$ cat src/hw/cpr_pkg.sv
// What this block does
// when the highest rate override is set the mixer clocking runs at the 32x rate
// with override clear the rate select decodes 00 16x, 01 8x, 10 4x, 11 1x
// eight 4-bit mixer phase fields, four per register, each one of sixteen delays
// per-lane gain codes 00 18dB, 01 24dB, 10 12dB, 11 reserved; need the allow bit
// high-pass corner decodes 00 100k, 01 50k, 10 200k, 11 150k
// attenuation depth code n gives about n times 6dB, only while attenuator is on
// attenuator bypassed when its enable is 0, inserted in the path when 1
// summer power keep powers the summer down at 0, only acting in gain test mode
// gain stage observe routes gain stage outputs to the continuous wave outputs
// each preamp feedback bit switches in one resistor; zero enables none
// each summer feedback bit switches in one resistor; zero selects none
// termination setting is the same in time gain and continuous wave paths
// preset termination choices pick resistors from the current preamp gain
// allow bit set makes lane gains govern; clear applies the common gain
// all fields reset to zero and hold until rewritten
package cpr_pkg;
  // ****************************************
  // register map
  // ****************************************
  localparam int unsigned IDX_FB    = 32'h34;
  localparam int unsigned IDX_SUM   = 32'h36;
  localparam int unsigned IDX_PH14  = 32'h37;
  localparam int unsigned IDX_PH58  = 32'h38;
  localparam int unsigned IDX_GAIN  = 32'h39;
  localparam int unsigned IDX_TEST  = 32'h3b;
  localparam logic [15:0] RST_VAL   = 16'h0000;
  localparam int unsigned REG_W     = 16;
  localparam int unsigned ADDR_W    = 12;
  // ****************************************
  // field positions
  // ****************************************
  localparam int unsigned FB_LSB    = 0;
  localparam int unsigned FB_W      = 5;
  localparam int unsigned PRE_LSB   = 6;
  localparam int unsigned CGAIN_LSB = 13;
  localparam int unsigned ALLOW_BIT = 15;
  localparam int unsigned SFB_LSB   = 0;
  localparam int unsigned CWSEL_BIT = 8;
  localparam int unsigned RATE_LSB  = 10;
  localparam int unsigned PH_W      = 4;
  localparam int unsigned GN_W      = 2;
  localparam int unsigned HPF_LSB   = 2;
  localparam int unsigned ATT_LSB   = 4;
  localparam int unsigned ATT_W     = 3;
  localparam int unsigned ATTON_BIT = 7;
  localparam int unsigned SKEEP_BIT = 8;
  localparam int unsigned OBS_BIT   = 9;
  localparam int unsigned OVR_BIT   = 10;
  localparam int unsigned LANES     = 8;
  // ****************************************
  // decoded enumerations
  // ****************************************
  typedef enum logic [2:0] {
    CPR_LO_1X  = 3'b000,
    CPR_LO_4X  = 3'b001,
    CPR_LO_8X  = 3'b010,
    CPR_LO_16X = 3'b011,
    CPR_LO_32X = 3'b100
  } cpr_lo_t;
  typedef enum logic [1:0] {
    CPR_G12 = 2'b00,
    CPR_G18 = 2'b01,
    CPR_G24 = 2'b10,
    CPR_GRSV = 2'b11
  } cpr_gain_t;
  typedef enum logic [1:0] {
    CPR_HP50  = 2'b00,
    CPR_HP100 = 2'b01,
    CPR_HP150 = 2'b10,
    CPR_HP200 = 2'b11
  } cpr_hp_t;
endpackage : cpr_pkg

$ cat src/hw/cpr_decode.sv
`timescale 1ns/10ps
module cpr_decode
  import cpr_pkg::*;
(
  // field in
  input  wire logic [1:0] code,
  // decoded gain
  output cpr_pkg::cpr_gain_t gain
);
  always_comb begin
    unique case (code)
      2'b00:   gain = CPR_G18;
      2'b01:   gain = CPR_G24;
      2'b10:   gain = CPR_G12;
      default: gain = CPR_GRSV;
    endcase
  end
endmodule : cpr_decode

$ cat src/hw/cpr_regs.sv
`timescale 1ns/10ps
module cpr_regs
  import cpr_pkg::*;
#(
  parameter int unsigned NLANE = LANES
) (
  // clock and reset
  input  wire logic                    clk,
  input  wire logic                    arst_n,
  // apb slave
  input  wire logic                    psel,
  input  wire logic                    penable,
  input  wire logic                    pwrite,
  input  wire logic [cpr_pkg::ADDR_W-1:0] paddr,
  input  wire logic [31:0]             pwdata,
  output logic      [31:0]             prdata,
  output logic                         pready,
  output logic                         pslverr,
  // mixer clocking
  output cpr_pkg::cpr_lo_t             lo_rate,
  output logic [4*cpr_pkg::LANES-1:0]  mixer_phase_per_lane,
  // preamp
  output cpr_pkg::cpr_gain_t [cpr_pkg::LANES-1:0] lane_gain,
  output cpr_pkg::cpr_hp_t             preamp_highpass_corner,
  output logic [cpr_pkg::FB_W-1:0]     preamp_fb_en,
  output logic                         preset_term_used,
  // attenuator and summer
  output logic                         stepped_attenuation_on,
  output logic [cpr_pkg::ATT_W-1:0]    stepped_attenuation_depth,
  output logic                         summer_power_on,
  output logic                         gain_stage_observe,
  output logic [cpr_pkg::FB_W-1:0]     summer_fb_en,
  output logic                         continuous_wave_mode
);
  import cpr_pkg::*;

  // ****************************************
  // state
  // ****************************************
  typedef struct packed {
    logic [1:0]       rsync;
    logic [REG_W-1:0] fb;
    logic [REG_W-1:0] sum;
    logic [REG_W-1:0] ph14;
    logic [REG_W-1:0] ph58;
    logic [REG_W-1:0] gn;
    logic [REG_W-1:0] tst;
    logic [31:0]      rd;
  } cpr_state_t;

  cpr_state_t st_r;
  cpr_state_t st_nxt;
  logic       rst_n;

  assign rst_n = st_r.rsync[1];

  // ****************************************
  // bus
  // ****************************************
  function automatic logic [REG_W-1:0] rd_word(input cpr_state_t s,
                                               input logic [ADDR_W-1:0] a);
    logic [REG_W-1:0] v;
    v = RST_VAL;
    unique case (a)
      ADDR_W'(IDX_FB   * 4): v = s.fb;
      ADDR_W'(IDX_SUM  * 4): v = s.sum;
      ADDR_W'(IDX_PH14 * 4): v = s.ph14;
      ADDR_W'(IDX_PH58 * 4): v = s.ph58;
      ADDR_W'(IDX_GAIN * 4): v = s.gn;
      ADDR_W'(IDX_TEST * 4): v = s.tst;
      default:               v = RST_VAL;
    endcase
    return v;
  endfunction : rd_word

  function automatic logic mapped(input logic [ADDR_W-1:0] a);
    return a == ADDR_W'(IDX_FB * 4) || a == ADDR_W'(IDX_SUM * 4) ||
           a == ADDR_W'(IDX_PH14 * 4) || a == ADDR_W'(IDX_PH58 * 4) ||
           a == ADDR_W'(IDX_GAIN * 4) || a == ADDR_W'(IDX_TEST * 4);
  endfunction : mapped

  logic acc;
  logic wr;
  assign acc     = psel && penable;
  assign wr      = acc && pwrite && mapped(paddr);
  assign pready  = 1'b1;
  assign pslverr = acc && !mapped(paddr);
  assign prdata  = st_r.rd;

  always_comb begin
    st_nxt       = st_r;
    st_nxt.rsync = {st_r.rsync[0], 1'b1};
    // read data registered in the setup cycle, valid at access
    st_nxt.rd    = (psel && !penable) ? {16'h0000, rd_word(st_r, paddr)} : st_r.rd;
    if (wr) begin
      unique case (paddr)
        ADDR_W'(IDX_FB   * 4): st_nxt.fb   = pwdata[REG_W-1:0];
        ADDR_W'(IDX_SUM  * 4): st_nxt.sum  = pwdata[REG_W-1:0];
        ADDR_W'(IDX_PH14 * 4): st_nxt.ph14 = pwdata[REG_W-1:0];
        ADDR_W'(IDX_PH58 * 4): st_nxt.ph58 = pwdata[REG_W-1:0];
        ADDR_W'(IDX_GAIN * 4): st_nxt.gn   = pwdata[REG_W-1:0];
        default:               st_nxt.tst  = pwdata[REG_W-1:0];
      endcase
    end
    if (!rst_n) begin
      st_nxt       = '0;
      st_nxt.rsync = {st_r.rsync[0], 1'b1};
    end
  end

  always_ff @(posedge clk or negedge arst_n) begin
    if (!arst_n) begin
      st_r <= '0;
    end else begin
      st_r <= st_nxt;
    end
  end

  // ****************************************
  // mixer clocking
  // ****************************************
  always_comb begin
    if (st_r.tst[OVR_BIT]) begin
      lo_rate = CPR_LO_32X;
    end else begin
      unique case (st_r.sum[RATE_LSB +: 2])
        2'b00:   lo_rate = CPR_LO_16X;
        2'b01:   lo_rate = CPR_LO_8X;
        2'b10:   lo_rate = CPR_LO_4X;
        default: lo_rate = CPR_LO_1X;
      endcase
    end
  end

  assign mixer_phase_per_lane = {st_r.ph58, st_r.ph14};

  // ****************************************
  // preamp gain per lane
  // ****************************************
  logic [1:0] gsel [NLANE];
  // one decoder per lane drives its own element; packed output filled below
  cpr_gain_t  gdec [NLANE];
  genvar i;
  generate
    for (i = 0; i < NLANE; i++) begin : g_lane
      // allow bit picks lane field or common field
      assign gsel[i] = st_r.fb[ALLOW_BIT] ? st_r.gn[GN_W*i +: GN_W]
                                          : st_r.fb[CGAIN_LSB +: GN_W];
      cpr_decode u_dec (
        .code (gsel[i]),
        .gain (gdec[i])
      );
    end
  endgenerate

  always_comb begin
    for (int k = 0; k < NLANE; k++) begin
      lane_gain[k] = gdec[k];
    end
  end

  always_comb begin
    unique case (st_r.tst[HPF_LSB +: 2])
      2'b00:   preamp_highpass_corner = CPR_HP100;
      2'b01:   preamp_highpass_corner = CPR_HP50;
      2'b10:   preamp_highpass_corner = CPR_HP200;
      default: preamp_highpass_corner = CPR_HP150;
    endcase
  end

  // ****************************************
  // termination
  // ****************************************
  // preset code picks resistors by common gain; table is analog-side, only a code-nonzero flag passed on
  assign preset_term_used = |st_r.fb[PRE_LSB +: 2];
  // no path term: same setting in both modes
  assign preamp_fb_en     = st_r.fb[FB_LSB +: FB_W];
  assign continuous_wave_mode = st_r.sum[CWSEL_BIT];

  // ****************************************
  // attenuator and summer
  // ****************************************
  assign stepped_attenuation_on    = st_r.tst[ATTON_BIT];
  // depth forced to zero while bypassed
  assign stepped_attenuation_depth = st_r.tst[ATTON_BIT] ?
                                     st_r.tst[ATT_LSB +: ATT_W] : '0;
  // keep bit only matters in gain-path test mode
  assign summer_power_on    = st_r.tst[OBS_BIT] ? st_r.tst[SKEEP_BIT] : 1'b1;
  assign gain_stage_observe = st_r.tst[OBS_BIT];
  assign summer_fb_en       = st_r.sum[SFB_LSB +: FB_W];
endmodule : cpr_regs

$ cat config.mk
export PLATFORM = sky130hd
export DESIGN_NAME = cpr_regs
export DESIGN_NICKNAME = d
export VERILOG_FILES = /design/src/hw/cpr_pkg.sv /design/src/hw/cpr_decode.sv /design/src/hw/cpr_regs.sv
export SDC_FILE = /design/constraint.sdc
export NUM_CORES = 1
export LEC_CHECK = 0
export ABC_AREA = 1
export CORE_UTILIZATION = 69
export DETAILED_ROUTE_END_ITERATION = 6
export DONT_BUFFER_PORTS = 1
export PLACE_DENSITY_LB_ADDON = 0.25
export RECOVER_POWER = 100
export SLEW_MARGIN = 30
export SYNTH_ARGS = -nofsm -noshare
export SYNTH_HDL_FRONTEND = slang
export SYNTH_SLANG_ARGS = --single-unit
$ cat constraint.sdc
create_clock -name clk -period 5 [get_ports clk]
set_clock_uncertainty 0.15 [all_clocks]
set_input_delay 1 -clock clk [delete_from_list [all_inputs] [get_ports clk]]
set_output_delay 1 -clock clk [all_outputs]
set_load 0.01 [all_outputs]
* After elaboration in Yosys (flattened, before gate mapping)
Cells that the tools add are included.
Storage, ports and cells: bits of input ports 49, register bits 130
Operators by class: equal/unequal tests 34, reduce and logical (&&, ||, !) cells 30, multiplexer cells 31
Operators by type and width (count):
- $mux 128 | 1
- $mux 16 | 6
- $mux 96 | 1
- $pmux 16 s6 | 1
- $eq 12x8->1 const B | 6
- $pmux 2 s3 | 10
- $mux 32 | 1
- $eq 2x1->1 const B | 10
- $eq 2x2->1 const B | 10
- $logic_not 2->1 | 10
- $mux 2 | 8
- $ne 2x1->1 const B | 7
- $reduce_and 2->1 | 6
- $mux 3 | 2
- $logic_and 1x1->1 | 5
- $logic_or 1x1->1 | 5
- $reduce_or 5->1 | 1
- $logic_not 1->1 | 2
- $ne 2x2->1 const B | 1
- $reduce_or 2->1 | 1
- $mux 1 | 1

* Logic depth before layout (Yosys ltp)
word-level depth 9, depth in mapped cells 13

* Modules after synthesis
A second synthesis with hierarchy kept.
Unflattened totals: cell total of the unflattened synthesis 979, area total of the unflattened synthesis 7188.1 um^2
By module, submodules not included:
- cpr_regs | times used 1, seq. area each 2852.7 um^2, area an instance 6867.8 um^2, cells each 931
- cpr_decode | times used 8, seq. area each 0.0 um^2, area an instance 40.0 um^2, cells each 6

* Worst setup path before layout
OpenSTA, ideal clock, no wires.
path type input to output, from input port paddr[1] (netlist bit), to output port pslverr, stages 9, data arrival time 2138 ps, path slack 1712 ps, path buffers 3, required time 3850 ps, path through inv_1 nand2_2 nor2_1 buf_2 o21ai_2 nand3_2 buf_4 buf_2 nor2_1
Between the ends: cells in the longest elaborated chain, start to end 8, elaborated cells on any way between the ends 13
RTL lines:
- from (decl) | line cpr_regs.sv:14 | input wire logic [cpr_pkg::ADDR_W-1:0] paddr,
- $eq 12x8->1 | line cpr_regs.sv:77 | return a == ADDR_W'(IDX_FB * 4) || a == ADDR_W'(IDX_SUM * 4) ||
- $logic_or 1x1->1 (2 in a row) | line cpr_regs.sv:77
- $logic_or 1x1->1 (2 in a row) | line cpr_regs.sv:78 | a == ADDR_W'(IDX_PH14 * 4) || a == ADDR_W'(IDX_PH58 * 4) ||
- $logic_or 1x1->1 * | line cpr_regs.sv:79 | a == ADDR_W'(IDX_GAIN * 4) || a == ADDR_W'(IDX_TEST * 4);
- $logic_not 1->1 * | line cpr_regs.sv:87 | assign pslverr = acc && !mapped(paddr);
- $logic_and 1x1->1 * | line cpr_regs.sv:87
- to (decl) | line cpr_regs.sv:18 | output logic pslverr,
Every way passes the cells marked *; elsewhere a longest branch is shown, timed or not.

* Worst setup path after layout
from input port paddr[11] (netlist bit), to output port pslverr
Same word-level chain as after synthesis.

==> flow_summary_export.csv <==
group,metric,value,unit
run_status,run_status,"finished clean",
logic_synthesis,yosysTopAreaCell,"dfrtp_1",
floorplanning,start_util,72.0,%
timing,holdWs,0.0157,ns
finish,final_cell_mix,"307 x nand2_1, 151 x nand3_1, 113 x dfrtp_1, 82 x nand4_1, 62 x inv_1",
setup_path,worstSetupPathType,"input pin to primary output",
setup_path,critPathMaxFanout,38,
floorplanning,coreArea,0.00933,mm2
global_routing,grt_pass1_vias,5500,
run,maxCapViolations,0,
timing,finalMaxSlewViolations,0,
timing,worst_slack,0.677,ns
global_routing,grt_max_degree,115,
detailed_routing,num_vias,6111,
timing,min_period,4.32,ns
floorplanning,die_y,101,um
detailed_routing,ant_nets,0,
setup_path,required,3.85,ns
logic_synthesis,ys_seq_elements,114,
timing,rsz0062_at_grt,"no",
detailed_routing,drt_iter0_markers,808,
finish,drive_gt1_share,6.75,%
global_routing,grt_util_all_layers,38.1,%
power,ir_worst_vdd,0.198,mV
finish,fill_cells,750,
floorplanning,die_w,101,um
logic_synthesis,syn_avg_cell_area,7.30,um2
clocking,numCtsBuffers,17,
logic_synthesis,yosysWarningCount,0,
detailed_routing,viasPerCell,6.27,
finish,final_cells,974,
setup_path,worstSetupStartpointType,"input pin",
clocking,ctsHoldBuffers,0,
floorplanning,rows,35,
finish,areaGrowthSynthToFinish,0.298,%
place,dp_hpwl,11.7,mm
timing,worst_pin_slew,1.16,ns
clocking,cts_resized,0,
logic_synthesis,synthesis.instances,920,
timing,fin_crit_sh,86.5,%
timing,slew_headroom,22.7,%
clocking,cts_tree,"done",
clocking,root_buffer,"clkbuf_8",
global_routing,antenna_found_initial,0,
finish,nets,881,
clocking,cts_setup_buffers,0,
logic_synthesis,yosys.area.top_type_share,42.5,%
clocking,ctsHtreeMaxLevel,4,
power,power_leakage,3.81,nW
detailed_routing,firstDrtPassIters,6,
setup_path,cp.arrival,3.17,ns
place,port_buffers,0,
finish,antennaDiodeCount,0,
global_routing,grt-ovfl-total,0,
floorplanning,num_io_pins,154,
timing,finalHoldViolCount,0,
logic_synthesis,syn_area,0.00672,mm2
hold_path,min_path_type,"input pin to async pin",
detailed_routing,drc_errors,0,
global_routing,grt_pass1_wl,29.2,mm
clocking,cts.path.max_buffers,2,
clocking,clock_latency,0.53,ns
floorplanning,die_area,0.0101,mm2
setup_path,endpoint_kind,"primary output",
timing,setup_tns,0,ns
logic_synthesis,ys_seq_area_share,42.5,%
clocking,cts_sinks,114,
power,power.density,311,mW/mm2
timing,setup_viol,0,
timing,fmax,231,MHz
finish,mostFrequentLayoutCell,"nand2_1",
logic_synthesis,ys_types,25,
place,pre_cts_slack,1.09,ns
setup_path,reg2reg_slack,2.67,ns
logic_synthesis,synth_area_leaders,"dfrtp_1 42%, nand2_1 17%, nand3_1 11%",
place,place_inst,942,
place,place.gp.congestion,0.968,
detailed_routing,routed_wl,18.3,mm
detailed_routing,detail_route.wl_per_cell,18.8,um
clocking,clk_pin_slew,0.06,ns
## cell type report
class                           instances  area (um2)  share of cell area, %
Sequential cell                       114        2860                   42.4
Multi-Input combinational cell        619        2840                   42.1
Clock buffer                           22         453                   6.72
Inverter                               66         248                   3.68
Tap cell                              129         161                   2.40
Timing Repair Buffer                   14        97.6                   1.45
Clock inverter                         10        85.1                   1.26
## logic make-up after synthesis
kind of cell	after synthesis	synth area share (%)
AOI/OAI and AO/OA	17	1.32
xor gates and xnor gates	8	1.04
buffers and inverters	203	16.3
DFF	114	42.5
other	2	0.112
and+or+nand+nor	576	38.8
## per-stage QoR
stage / power (mW) / cell area (um2) / utilization [%]
final: 2.10 / 6740 / 72.2
after detailed placement: 1.01 / 6220 / 66.6
after global placement: 1.01 / 6210 / 66.6
after global routing: 2.14 / 6740 / 72.2
after floorplan: 1.00 / 6780 / -
after CTS: 2.09 / 6750 / 72.4
## cell usage after synthesis (all sizes together)
master / instances
nand2: 308
nand3: 152
buf: 114
dfrtp: 114
nand4: 82
inv: 66
nor2: 29
clkbuf: 23
o21ai: 16
xnor2: 8
and2: 2
conb: 2
nor3: 2
a21oi: 1
or2: 1
## worst max-delay path, cell delays in order
cell	delay [ns]
nor2_1	0.08
nand2_1	0.10
nor2_2	0.11
clkbuf_1	0.70
o21ai_0	0.34
nand3_2	0.65
nor2_1	0.18
## state kept, by name, indices dropped and copies added, names as in the netlist
name / count
continuous_wave_mode: 1
gain_stage_observe: 1
mixer_phase_per_lane: 32
prdata: 16
preamp_fb_en: 5
rst_n: 1
st_r: 52
stepped_attenuation_on: 1
summer_fb_en: 5
## power by group
part,switching [mW],leakage [nW],internal [mW],total [mW]
registers,0.00890,1.59,0.924,0.933
clock network,0.423,0.257,0.679,1.10
logic,0.0534,1.96,0.00878,0.0622
total,0.485,3.81,1.61,2.10
## final timing paths
kind                                      from                              endpoint  cells after the start
setup / recovery                     paddr[11]                               pslverr                      7
hold / removal                          arst_n                 prdata[3]$_DFFE_PN0P_                      0
setup reg to reg               rst_n$_DFF_PN0_  mixer_phase_per_lane[30]$_DFFE_PN0P_                      5
hold reg to reg            st_r[128]$_DFF_PN0_                       rst_n$_DFF_PN0_                      0
max in group asynchronous               arst_n                       rst_n$_DFF_PN0_                      0
min in group clk           st_r[128]$_DFF_PN0_                       rst_n$_DFF_PN0_                      0
## per-layer routing
metal | share of wire, % | track usage, % | wire [um] | vias to the layer above
li1 | - | - | - | 2730
met1 | 39 | 54.7 | 7230 | 2865
met2 | 45 | 57.0 | 8330 | 468
met3 | 13 | 9.85 | 2310 | 48
met4 | 2.5 | 11.9 | 454 | 0
met5 | 0 | 0 | 0 | -
No activity file was read; power rests on OpenSTA's default activity.
